## config.mk

```make
export PLATFORM = sky130hd
export DESIGN_NAME = sbk_bank1_regs
export DESIGN_NICKNAME = d
export VERILOG_FILES = /design/src/verilog/sbk_pkg.sv /design/src/verilog/sbk_cfg_reg.sv /design/src/verilog/sbk_bank1_regs.sv
export SDC_FILE = /design/constraint.sdc
export NUM_CORES = 1
export LEC_CHECK = 0
export ABC_AREA = 1
export BUFFER_PORTS_ARGS = -buffer_cell sky130_fd_sc_hd__buf_4
export CORE_MARGIN = 2
export CORE_UTILIZATION = 35
export DETAILED_ROUTE_END_ITERATION = 8
export PLACE_DENSITY = 0.53
export SLEW_MARGIN = 20
export SYNTH_ARGS = -nofsm -noshare
export SYNTH_HDL_FRONTEND = slang
export SYNTH_SLANG_ARGS = --single-unit
```

## constraint.sdc

```tcl
create_clock -name clk -period 4.24 [get_ports clk]
set_input_delay 1.06 -clock clk [delete_from_list [all_inputs] [get_ports clk]]
set_output_delay 1.06 -clock clk [all_outputs]
set_load 0.005 [all_outputs]
```

## src/verilog/sbk_pkg.sv

```systemverilog
// package: addresses, reset values and field layout of the bank-1 config block
package sbk_pkg;

  // ===========================================================================
  // register addresses (byte offsets on the serial register port)
  localparam logic [7:0] SBK_ADDR_FILTER     = 8'h13;
  localparam logic [7:0] SBK_ADDR_ST_X       = 8'h5F;
  localparam logic [7:0] SBK_ADDR_ST_Y       = 8'h60;
  localparam logic [7:0] SBK_ADDR_ST_Z       = 8'h61;
  localparam logic [7:0] SBK_ADDR_TS_LOW     = 8'h62;
  localparam logic [7:0] SBK_ADDR_TS_MID     = 8'h63;
  localparam logic [7:0] SBK_ADDR_TS_HIGH    = 8'h64;
  localparam logic [7:0] SBK_ADDR_BUS_WIRE   = 8'h7A;
  localparam logic [7:0] SBK_ADDR_SHARED_PIN = 8'h7B;
  localparam logic [7:0] SBK_ADDR_I3C_FEAT   = 8'h7C;
  localparam logic [7:0] SBK_ADDR_BANK_SEL   = 8'h76;

  // ===========================================================================
  // bank selection
  localparam logic [2:0] SBK_BANK_THIS       = 3'h1;
  localparam logic [2:0] SBK_BANK_RESET      = 3'h0;
  localparam logic [7:0] SBK_BANK_SEL_MASK   = 8'h07;

  // ===========================================================================
  // reset values as printed
  localparam logic [7:0] SBK_RST_FILTER      = 8'h11;
  localparam logic [7:0] SBK_RST_TS          = 8'h00;
  localparam logic [7:0] SBK_RST_BUS_WIRE    = 8'h03;
  localparam logic [7:0] SBK_RST_SHARED_PIN  = 8'h20;
  localparam logic [7:0] SBK_RST_I3C_FEAT    = 8'h5F;
  localparam logic [7:0] SBK_RST_SELFTEST    = 8'h00;

  // ===========================================================================
  // implemented-bit masks; everything else is reserved
  localparam logic [7:0] SBK_MASK_FILTER     = 8'h7F;
  localparam logic [7:0] SBK_MASK_SELFTEST   = 8'hFF;
  localparam logic [7:0] SBK_MASK_BUS_WIRE   = 8'h42;
  localparam logic [7:0] SBK_MASK_SHARED_PIN = 8'h06;
  localparam logic [7:0] SBK_MASK_I3C_FEAT   = 8'h9F;
  localparam logic [7:0] SBK_MASK_TS_HIGH    = 8'h0F;

  // ===========================================================================
  // field positions
  localparam int SBK_NOTCH_MSB   = 6;
  localparam int SBK_NOTCH_LSB   = 4;
  localparam int SBK_HPF_MSB     = 3;
  localparam int SBK_HPF_LSB     = 1;
  localparam int SBK_HPF_ORD_BIT = 0;
  localparam int SBK_BUS_MODE_BIT = 6;
  localparam int SBK_WIRE_BIT    = 1;
  localparam int SBK_PINFN_MSB   = 2;
  localparam int SBK_PINFN_LSB   = 1;
  localparam int SBK_ASYNC_DIS_BIT = 7;
  localparam int SBK_I3C_EN_BIT  = 4;
  localparam int SBK_IBI_PL_BIT  = 3;
  localparam int SBK_IBI_EN_BIT  = 2;
  localparam int SBK_DDR_EN_BIT  = 1;
  localparam int SBK_SDR_EN_BIT  = 0;
  localparam int SBK_TS_WIDTH    = 20;

  // ===========================================================================
  // shared-pin function codes
  localparam logic [1:0] SBK_PINFN_SECOND_INTERRUPT_OUTPUT  = 2'h0;
  localparam logic [1:0] SBK_PINFN_FRAME_SYNC_INPUT = 2'h1;

  // ===========================================================================
  // self-test preload sequencer, gray along the path
  typedef enum logic [1:0] {
    SBK_PRE_IDLE = 2'b00,
    SBK_PRE_LOAD = 2'b01,
    SBK_PRE_DONE = 2'b11
  } sbk_pre_state_t;

endpackage : sbk_pkg

```

## src/verilog/sbk_cfg_reg.sv

```systemverilog
// one 8-bit configuration register with reserved-bit masking and preload
`timescale 1ns/1ps
`default_nettype none
module sbk_cfg_reg #(
  parameter logic [7:0] RESET_VALUE = 8'h00,
  parameter logic [7:0] FIELD_MASK  = 8'hFF
) (
  input  wire logic       clk,
  input  wire logic       nrst,
  input  wire logic       clk_en,
  input  wire logic       wr_en,
  input  wire logic [7:0] wdata,
  input  wire logic       load_en,
  input  wire logic [7:0] load_data,
  output var  logic [7:0] q
);

  // ===========================================================================
  // storage; reserved bits never store, so they always read zero
  always_ff @(posedge clk or negedge nrst) begin
    if (!nrst) begin
      q <= RESET_VALUE & FIELD_MASK;
    end else if (clk_en) begin
      if (load_en) begin
        q <= load_data & FIELD_MASK;
      end else if (wr_en) begin
        q <= wdata & FIELD_MASK;
      end
    end
  end

endmodule : sbk_cfg_reg
`default_nettype wire

```

## src/verilog/sbk_bank1_regs.sv

```systemverilog
// bank-1 configuration registers: filters, self-test, timestamp, host i/f
`timescale 1ns/1ps
`default_nettype none
module sbk_bank1_regs
  import sbk_pkg::*;
#(
  parameter int TS_WIDTH = SBK_TS_WIDTH
) (
  input  wire logic                clk,
  input  wire logic                nrst,
  input  wire logic                clk_en,
  // register port from the serial engine
  input  wire logic [7:0]          reg_addr,
  input  wire logic                reg_wr,
  input  wire logic [7:0]          reg_wdata,
  input  wire logic                reg_rd,
  output var  logic [7:0]          reg_rdata,
  output var  logic [2:0]          bank_select,
  // factory trim for the self-test registers
  input  wire logic [7:0]          trim_selftest_x,
  input  wire logic [7:0]          trim_selftest_y,
  input  wire logic [7:0]          trim_selftest_z,
  // timestamp
  input  wire logic [TS_WIDTH-1:0] timestamp_count,
  input  wire logic                timestamp_capture_strobe,
  // gyro filter controls
  output var  logic [2:0]          notch_bandwidth_select,
  output var  logic [2:0]          highpass_cutoff_select,
  output var  logic                highpass_order_select,
  // host interface controls
  output var  logic                i3c_only_bus,
  output var  logic                host_spi_wire_select,
  output var  logic [1:0]          shared_pin_function,
  // shared pin
  input  wire logic                second_interrupt_output,
  input  wire logic                shared_pin_in,
  output var  logic                shared_pin_out,
  output var  logic                shared_pin_oe,
  output var  logic                frame_sync_input,
  // i3c target gating
  input  wire logic                ccc_enter_async0,
  input  wire logic                ccc_exit_async0,
  input  wire logic                ibi_request_in,
  input  wire logic                ibi_payload_in,
  input  wire logic                ddr_request_in,
  input  wire logic                sdr_request_in,
  output var  logic                i3c_target_active,
  output var  logic                async_mode0_active,
  output var  logic                ibi_request_out,
  output var  logic                ibi_payload_attach,
  output var  logic                ddr_accept,
  output var  logic                sdr_accept
);

  // ===========================================================================
  // address decode
  logic       in_bank;
  logic       wr_filter;
  logic       wr_st_x;
  logic       wr_st_y;
  logic       wr_st_z;
  logic       wr_bus_wire;
  logic       wr_shared_pin;
  logic       wr_i3c_feat;
  logic       wr_bank_sel;
  logic       preload_en;
  logic [7:0] q_filter;
  logic [7:0] q_st_x;
  logic [7:0] q_st_y;
  logic [7:0] q_st_z;
  logic [7:0] q_bus_wire;
  logic [7:0] q_shared_pin;
  logic [7:0] q_i3c_feat;
  logic [TS_WIDTH-1:0] ts_capture;
  logic [7:0] next_rdata;
  sbk_pre_state_t pre_state;
  sbk_pre_state_t next_pre_state;

  // bank registers only answer while bank 1 is selected
  assign in_bank       = (bank_select == SBK_BANK_THIS);
  assign wr_filter     = reg_wr && in_bank && (reg_addr == SBK_ADDR_FILTER);
  assign wr_st_x       = reg_wr && in_bank && (reg_addr == SBK_ADDR_ST_X);
  assign wr_st_y       = reg_wr && in_bank && (reg_addr == SBK_ADDR_ST_Y);
  assign wr_st_z       = reg_wr && in_bank && (reg_addr == SBK_ADDR_ST_Z);
  assign wr_bus_wire   = reg_wr && in_bank
                         && (reg_addr == SBK_ADDR_BUS_WIRE);
  assign wr_shared_pin = reg_wr && in_bank
                         && (reg_addr == SBK_ADDR_SHARED_PIN);
  assign wr_i3c_feat   = reg_wr && in_bank
                         && (reg_addr == SBK_ADDR_I3C_FEAT);
  // page select is visible from every bank
  assign wr_bank_sel   = reg_wr && (reg_addr == SBK_ADDR_BANK_SEL);

  // ===========================================================================
  // page select register
  always_ff @(posedge clk or negedge nrst) begin
    if (!nrst) begin
      bank_select <= SBK_BANK_RESET;
    end else if (clk_en && wr_bank_sel) begin
      bank_select <= reg_wdata[2:0];
    end
  end

  // ===========================================================================
  // self-test preload: trim inputs are sampled after reset release, never
  // under the asynchronous reset itself
  always_comb begin
    next_pre_state = pre_state;
    case (pre_state)
      SBK_PRE_IDLE: next_pre_state = SBK_PRE_LOAD;
      SBK_PRE_LOAD: next_pre_state = SBK_PRE_DONE;
      SBK_PRE_DONE: next_pre_state = SBK_PRE_DONE;
      default:      next_pre_state = SBK_PRE_IDLE;
    endcase
  end

  always_ff @(posedge clk or negedge nrst) begin
    if (!nrst) begin
      pre_state <= SBK_PRE_IDLE;
    end else if (clk_en) begin
      pre_state <= next_pre_state;
    end
  end

  assign preload_en = (pre_state == SBK_PRE_LOAD);

  // ===========================================================================
  // configuration registers; masks keep reserved bits at zero
  sbk_cfg_reg #(
    .RESET_VALUE (SBK_RST_FILTER),
    .FIELD_MASK  (SBK_MASK_FILTER)
  ) u_filter (
    .clk       (clk),
    .nrst      (nrst),
    .clk_en    (clk_en),
    .wr_en     (wr_filter),
    .wdata     (reg_wdata),
    .load_en   (1'b0),
    .load_data (8'h00),
    .q         (q_filter)
  );

  sbk_cfg_reg #(
    .RESET_VALUE (SBK_RST_SELFTEST),
    .FIELD_MASK  (SBK_MASK_SELFTEST)
  ) u_st_x (
    .clk       (clk),
    .nrst      (nrst),
    .clk_en    (clk_en),
    .wr_en     (wr_st_x),
    .wdata     (reg_wdata),
    .load_en   (preload_en),
    .load_data (trim_selftest_x),
    .q         (q_st_x)
  );

  sbk_cfg_reg #(
    .RESET_VALUE (SBK_RST_SELFTEST),
    .FIELD_MASK  (SBK_MASK_SELFTEST)
  ) u_st_y (
    .clk       (clk),
    .nrst      (nrst),
    .clk_en    (clk_en),
    .wr_en     (wr_st_y),
    .wdata     (reg_wdata),
    .load_en   (preload_en),
    .load_data (trim_selftest_y),
    .q         (q_st_y)
  );

  sbk_cfg_reg #(
    .RESET_VALUE (SBK_RST_SELFTEST),
    .FIELD_MASK  (SBK_MASK_SELFTEST)
  ) u_st_z (
    .clk       (clk),
    .nrst      (nrst),
    .clk_en    (clk_en),
    .wr_en     (wr_st_z),
    .wdata     (reg_wdata),
    .load_en   (preload_en),
    .load_data (trim_selftest_z),
    .q         (q_st_z)
  );

  sbk_cfg_reg #(
    .RESET_VALUE (SBK_RST_BUS_WIRE),
    .FIELD_MASK  (SBK_MASK_BUS_WIRE)
  ) u_bus_wire (
    .clk       (clk),
    .nrst      (nrst),
    .clk_en    (clk_en),
    .wr_en     (wr_bus_wire),
    .wdata     (reg_wdata),
    .load_en   (1'b0),
    .load_data (8'h00),
    .q         (q_bus_wire)
  );

  sbk_cfg_reg #(
    .RESET_VALUE (SBK_RST_SHARED_PIN),
    .FIELD_MASK  (SBK_MASK_SHARED_PIN)
  ) u_shared_pin (
    .clk       (clk),
    .nrst      (nrst),
    .clk_en    (clk_en),
    .wr_en     (wr_shared_pin),
    .wdata     (reg_wdata),
    .load_en   (1'b0),
    .load_data (8'h00),
    .q         (q_shared_pin)
  );

  sbk_cfg_reg #(
    .RESET_VALUE (SBK_RST_I3C_FEAT),
    .FIELD_MASK  (SBK_MASK_I3C_FEAT)
  ) u_i3c_feat (
    .clk       (clk),
    .nrst      (nrst),
    .clk_en    (clk_en),
    .wr_en     (wr_i3c_feat),
    .wdata     (reg_wdata),
    .load_en   (1'b0),
    .load_data (8'h00),
    .q         (q_i3c_feat)
  );

  // ===========================================================================
  // field outputs come straight from the register flops
  assign notch_bandwidth_select =
    q_filter[SBK_NOTCH_MSB:SBK_NOTCH_LSB];
  assign highpass_cutoff_select =
    q_filter[SBK_HPF_MSB:SBK_HPF_LSB];
  assign highpass_order_select  = q_filter[SBK_HPF_ORD_BIT];
  assign i3c_only_bus           = q_bus_wire[SBK_BUS_MODE_BIT];
  assign host_spi_wire_select   = q_bus_wire[SBK_WIRE_BIT];
  assign shared_pin_function    =
    q_shared_pin[SBK_PINFN_MSB:SBK_PINFN_LSB];

  // ===========================================================================
  // timestamp capture; the counter is sampled whole in one edge so the
  // three bytes always belong to the same instant
  always_ff @(posedge clk or negedge nrst) begin
    if (!nrst) begin
      ts_capture <= '0;
    end else if (clk_en && timestamp_capture_strobe) begin
      ts_capture <= timestamp_count;
    end
  end

  // ===========================================================================
  // shared pin routing; reserved codes leave the pin undriven and idle
  always_ff @(posedge clk or negedge nrst) begin
    if (!nrst) begin
      shared_pin_out   <= 1'b0;
      shared_pin_oe    <= 1'b0;
      frame_sync_input <= 1'b0;
    end else if (clk_en) begin
      shared_pin_oe    <= (shared_pin_function == SBK_PINFN_SECOND_INTERRUPT_OUTPUT);
      shared_pin_out   <= (shared_pin_function == SBK_PINFN_SECOND_INTERRUPT_OUTPUT)
                          && second_interrupt_output;
      frame_sync_input <= (shared_pin_function == SBK_PINFN_FRAME_SYNC_INPUT)
                          && shared_pin_in;
    end
  end

  // ===========================================================================
  // i3c target feature gating
  always_ff @(posedge clk or negedge nrst) begin
    if (!nrst) begin
      i3c_target_active  <= 1'b0;
      ibi_request_out    <= 1'b0;
      ibi_payload_attach <= 1'b0;
      ddr_accept         <= 1'b0;
      sdr_accept         <= 1'b0;
    end else if (clk_en) begin
      i3c_target_active  <= q_i3c_feat[SBK_I3C_EN_BIT];
      ibi_request_out    <= q_i3c_feat[SBK_I3C_EN_BIT]
                            && q_i3c_feat[SBK_IBI_EN_BIT]
                            && ibi_request_in;
      ibi_payload_attach <= q_i3c_feat[SBK_I3C_EN_BIT]
                            && q_i3c_feat[SBK_IBI_EN_BIT]
                            && q_i3c_feat[SBK_IBI_PL_BIT]
                            && ibi_payload_in;
      ddr_accept         <= q_i3c_feat[SBK_I3C_EN_BIT]
                            && q_i3c_feat[SBK_DDR_EN_BIT]
                            && ddr_request_in;
      sdr_accept         <= q_i3c_feat[SBK_I3C_EN_BIT]
                            && q_i3c_feat[SBK_SDR_EN_BIT]
                            && sdr_request_in;
    end
  end

  // async mode 0: entry needs an enabled target and the feature not disabled;
  // disabling either drops the mode so no stale timing control lingers
  always_ff @(posedge clk or negedge nrst) begin
    if (!nrst) begin
      async_mode0_active <= 1'b0;
    end else if (clk_en) begin
      if (!q_i3c_feat[SBK_I3C_EN_BIT] || q_i3c_feat[SBK_ASYNC_DIS_BIT]) begin
        async_mode0_active <= 1'b0;
      end else if (ccc_enter_async0) begin
        async_mode0_active <= 1'b1;
      end else if (ccc_exit_async0) begin
        async_mode0_active <= 1'b0;
      end
    end
  end

  // ===========================================================================
  // read mux; unmapped or out-of-bank addresses read zero
  always_comb begin
    next_rdata = 8'h00;
    if (reg_addr == SBK_ADDR_BANK_SEL) begin
      next_rdata = {5'h00, bank_select};
    end else if (in_bank) begin
      case (reg_addr)
        SBK_ADDR_FILTER:     next_rdata = q_filter;
        SBK_ADDR_ST_X:       next_rdata = q_st_x;
        SBK_ADDR_ST_Y:       next_rdata = q_st_y;
        SBK_ADDR_ST_Z:       next_rdata = q_st_z;
        SBK_ADDR_TS_LOW:     next_rdata = ts_capture[7:0];
        SBK_ADDR_TS_MID:     next_rdata = ts_capture[15:8];
        SBK_ADDR_TS_HIGH:    next_rdata = {4'h0, ts_capture[19:16]};
        SBK_ADDR_BUS_WIRE:   next_rdata = q_bus_wire;
        SBK_ADDR_SHARED_PIN: next_rdata = q_shared_pin;
        SBK_ADDR_I3C_FEAT:   next_rdata = q_i3c_feat;
        default:             next_rdata = 8'h00;
      endcase
    end
  end

  // read data holds until the next read
  always_ff @(posedge clk or negedge nrst) begin
    if (!nrst) begin
      reg_rdata <= 8'h00;
    end else if (clk_en && reg_rd) begin
      reg_rdata <= next_rdata;
    end
  end

endmodule : sbk_bank1_regs
`default_nettype wire

```

-- Word level (Yosys, flattened, before mapping)
Index checks and enable logic that the tools add are counted.
- eq/ne operators: 15
- multiplexer cells: 13
- reduce and logical (&&, ||, !) cells: 39
- operators with widths (kind ; number):
    $eq 8x7->1 const B ; 10
    $pmux 8 s10 ; 1
    $mux 8 ; 8
    $logic_and 1x1->1 ; 22
    $reduce_and 2->1 ; 8
    $eq 8x5->1 const B ; 1
    $reduce_bool 2->1 ; 3
    $eq 2x1->1 const B ; 2
    $logic_not 2->1 ; 2
    $pmux 2 s2 ; 1
    $eq 3x1->1 const B ; 1
    $mux 1 ; 3
    $reduce_bool 3->1 ; 1
    $eq 2x2->1 const B ; 1
    $reduce_or 2->1 ; 1
    $logic_not 1->1 ; 1
    $logic_or 1x1->1 ; 1
- logic and storage cells: 87
- bits in registers: 83
- input port bits: 74

-- Depth between registers and ports, before layout
- depth after elaboration: 5
- mapped depth: 11
- depth with buffers taken out: 11

-- Hierarchy
Synthesis repeated with hierarchy kept, for this count alone.
- cell total of the unflattened synthesis: 724
- area, all modules: 5127.4 sq um
- modules (own cells, without submodules) (module ; sequential area each (sq um) ; times used ; cells each ; area an instance (sq um)):
    sbk_bank1_regs ; 1051.0 ; 1 ; 378 ; 2765.2
    sbk_cfg_reg (u_st_x ...) ; 200.2 ; 3 ; 62 ; 430.4
    sbk_cfg_reg (u_filter) ; 177.7 ; 1 ; 57 ; 386.6
    sbk_cfg_reg (u_i3c_feat) ; 156.4 ; 1 ; 51 ; 350.3
    sbk_cfg_reg (u_bus_wire) ; 51.3 ; 1 ; 26 ; 167.7
    sbk_cfg_reg (u_shared_pin) ; 50.0 ; 1 ; 26 ; 166.4

-- Worst setup path before layout
Ideal clock, no wire load.
- path type: input to register
- from: in reg_addr[7]
- to: reg u_st_z.q[0]
- data required time: 4.114 ns
- stages on the path: 7
- path buffers: 1
- setup time: 0.126 ns
- path slack: 2.083 ns
- arrival time: 2.031 ns
- cells stage by stage: inv_1 -> nand2_2 -> nor2_4 -> nand2_4 -> o31ai_4 -> buf_6 -> o21ai_0
- word-level cells in the longest chain between the ends: 4
- ends and longest elaborated chain (what ; line ; text):
    from (decl) ; sbk_bank1_regs.sv:13 ; input wire logic [7:0] reg_addr,
    $eq 8x7->1 ; sbk_bank1_regs.sv:84 ; assign wr_st_z = reg_wr && in_bank && (reg_addr == SBK_ADDR_ST_Z);
    $logic_and 1x1->1 ; sbk_bank1_regs.sv:84 ;
    $reduce_bool 2->1 (no line) ; n/a ;
    $reduce_and 2->1 (no line) ; n/a ;
    to (signal assigned) ; sbk_cfg_reg.sv:22 ; q <= RESET_VALUE & FIELD_MASK;
    to (signal assigned) ; sbk_cfg_reg.sv:25 ; q <= load_data & FIELD_MASK;
    to (signal assigned) ; sbk_cfg_reg.sv:27 ; q <= wdata & FIELD_MASK;
    to (decl) ; sbk_cfg_reg.sv:15 ; output var logic [7:0] q
Every way passes these cells.
A chain may end at the register's enable or synchronous reset.

-- Final worst setup path
Ends and elaborated chain as after synthesis.

==> key figures <==
Critical path
  • CP Class: in2reg
  • CP startpoint: reg_addr[7]
  • Critical path startpoint category: input port
  • Crit. End Element: flop
  • CP max stage delay: 0.51 ns
  • Worst Path Max Fanout: 25
  • Critical path arrival: 2.68 ns
  • Crit-path cells: buf_4 > inv_1 > nand2_2 > nor2_4 > nand2_4 > o31ai_4 > o21ai_0
  • Buf/Inv on CP: 2
  • Worst r2r src: pre_state[0]
  • Crit-path leading delay family: simple AND/OR/NAND/NOR gates
  • CP required: 4.43 ns
  • Worst path slowest cell: o31ai_4

Timing
  • Unrepaired setup endpoints after global routing: no
  • Final worst path period share: 58.85%
  • Final min period: 2.495 ns
  • Worst setup margin: 1.745 ns
  • Fin Clk Skew: 0.01015 ns
  • Setup TNS: 0 ns
  • Worst-margin pin slew: 0.9536 ns
  • Pins over their slew limit: 0
  • Hold Vio Cnt, Final: 0
  • Slew HR: 36.27%
  • Final setup violation count: 0
  • Fmax: 400.8 MHz

Die
  • IO Count: 105
  • Area of the die: 13340 um^2
  • Die Ht: 115.5 um
  • Initial Util: 36.07%
  • Placeable Area: 12060 um^2
  • Placement row count: 40
  • Die X: 115.5 um

Finish
  • Post-layout util: 46.08%
  • Area grow syn2layout: 27.75%
  • Inserted Diodes: 0
  • Nets: 709
  • Layout cells sized above 1: 26.88%

Clock network
  • Post-CTS Setup Bufs: 0
  • H-tree lvl count: 3
  • Total clock sinks: 83
  • Clock latency on the worst-skew pair: 0.33 ns
  • CTS tree: built
  • Register clock-pin slew on the reported worst setup and hold paths: 0.06 ns
  • Root Buffer: clkbuf_16
  • Total CTS buffers: 9
  • # resized after CTS: 0
  • Clock Tree Buf Depth: 2
  • Hold buffers post-CTS: 0

Logic synthesis
  • Seq cells post-synth: 83
  • Syn_nets: 611
  • Top-count cell post-synth: nand2_1
  • Unique masters post-synth: 32
  • Top cell type's share of synthesized area: 43.14%
  • Synth warn: 0
  • Synthesized cell area: 4350 um^2
  • Synth area leaders: dfrtp_1 (43%), nand2_1 (11%), nand3_1 (7.6%), inv_1 (4.9%), dfstp_2 (4.8%)
  • Synth async-reset ratio: 100.0%
  • Top cells by count, synth: nand2_1 (133), dfrtp_1 (75), nand3_1 (66), inv_1 (57), nor2_1 (54)
  • Cells after synthesis: 537
  • Number of flops mapped to enable cells by yosys: 0
  • Cell type with the largest total area after synthesis: dfrtp_1
  • Sequential fraction of the synthesis area: 47.97%
  • Ys flop type: dfrtp_1
  • Syn_area_per_cell: 8.101 um^2

Hold path
  • Hold crit path type: reg2reg
  • Worst min-delay path startpoint: i3c_target_active

Global route
  • Largest net degree at the start of global routing: 84
  • Global-route wire length before repair: 19820 um
  • Number of global-route vias before repair: 3761
  • Tot GR Track Use: 19.39%
  • Total global routing overflow: 0
  • Initial antenna violation count: 0

Run
  • MaxCap Viol Count: 0

Detailed routing
  • Routed via count: 3865
  • Vias/cell: 4.783
  • Wirelength per Cell: 15.20 um
  • Post-Route WL: 12280 um
  • Routed Antenna Nets: 0
  • Drt first pass iters: 4
  • Initial DRC Count: 230
  • DRC: 0

Place
  • Detailed placer's ending HPWL: 9462 um
  • DP Worst Slack: 1.368 ns
  • GP Congestion: 0.8437
  • Port buffer count: 104

Power and ir drop
  • Highest ir drop seen on vdd: 0.0002303 V
  • Leak: 0.002772 uW
  • PD cells: 358.2 nW/um^2

Status
  • Status: finished clean
[placed cells by master (no fill, tap or decap)]
cell / instances
o21ai_2: 8
clkbuf_1: 2
nor3_1: 1
buf_4: 103
a21oi_1: 12
clkinv_2: 2
nand2_2: 5
clkbuf_16: 9
inv_2: 1
dfrtp_1: 75
clkinvlp_4: 1
nand3_2: 2
o211ai_1: 1
a21o_1: 1
inv_1: 57
nand3_1: 66
a31oi_1: 8
nand2_4: 3
mux2_2: 14
or2_0: 1
bufinv_16: 2
nand2_1: 133
o31ai_4: 2
nor2_4: 10
nor2_1: 54
a32o_1: 1
dfstp_2: 8
nor2_2: 1
nand3b_1: 1
o21ai_0: 39
o21ai_1: 8
o31ai_1: 2
buf_6: 1
nand4_1: 6
[registers in the layout, summed over array words and instances (netlist names), 2 cells and up]
signal / count
reg_rdata: 8
u_shared_pin.q: 2
u_i3c_feat.q: 6
bank_select: 3
ts_capture: 20
u_filter.q: 7
u_st_z.q: 8
u_st_x.q: 8
u_st_y.q: 8
u_bus_wire.q: 2
pre_state: 2
[cell families after synthesis]
kind of cell	count (synthesis)	synth area share, %
muxes	14	3.624
and+or+nand+nor	283	29.71
DFF	83	47.97
AOI/OAI and AO/OA	82	11.45
buffers and inverters	75	7.248
[layout make-up]
class                   count  area [um^2]
multi-input cells         379         1948
repair buffers            104        784.5
clock inverters             5        77.57
clock buffers              11        232.7
fillers                  1239         6504
well taps                 168        210.2
flip-flops and latches     83         2087
inverters                  58        217.7
[per-stage QoR]
| stage | std cells | instance area (um^2) | hold slack [ns] | total power (uW) |
|---|---|---|---|---|
| 6_report | 808 | 5558 | 0.4822 | 1991 |
| 5_1_grt | 808 | 5558 | 0.5001 | 2087 |
| 3_5_place_dp | 792 | 5244 | 0.4755 | 1187 |
| 2_1_floorplan | 537 | 4350 | 0.4654 | 1058 |
| 4_1_cts | 808 | 5554 | 0.4908 | 2006 |
| 3_3_place_gp | 792 | 5244 | 0.4633 | 1183 |
[final timing paths]
check                                    end  slack (ns)  cells past startpoint
setup / recovery                 u_st_z.q[0]        1.74                      7
hold / removal             i3c_target_active        0.48                      2
min in group asynchronous      u_filter.q[3]        0.78                      1
hold reg to reg            i3c_target_active        0.48                      2
max in group asynchronous      ts_capture[2]        2.95                      1
setup reg to reg                 u_st_y.q[5]        2.28                      4
[routing by layer]
layer  track usage (%)  part of all wire (%)  routed length [um]  vias to the layer above
met5                 0                     0                   0                        -
li1                  -                     -                   -                     1948
met1             28.20                    49                5968                     1812
met2             29.86                    46                5596                       94
met4             5.060                   1.0                 126                        0
met3             3.609                   4.8                 589                       11
[where the power goes]
group          total [uW]  internal, uW  switching, uW
clock network         819           514            305
registers             911           872           38.6
logic                 261           110            150
[worst min-delay path: stages (launching register included)]
cell and delay (ns):
dfrtp_1 0.35, nand2_1 0.06, nand2_1 0.05
Note: power is estimated with default switching activity, not from simulation.
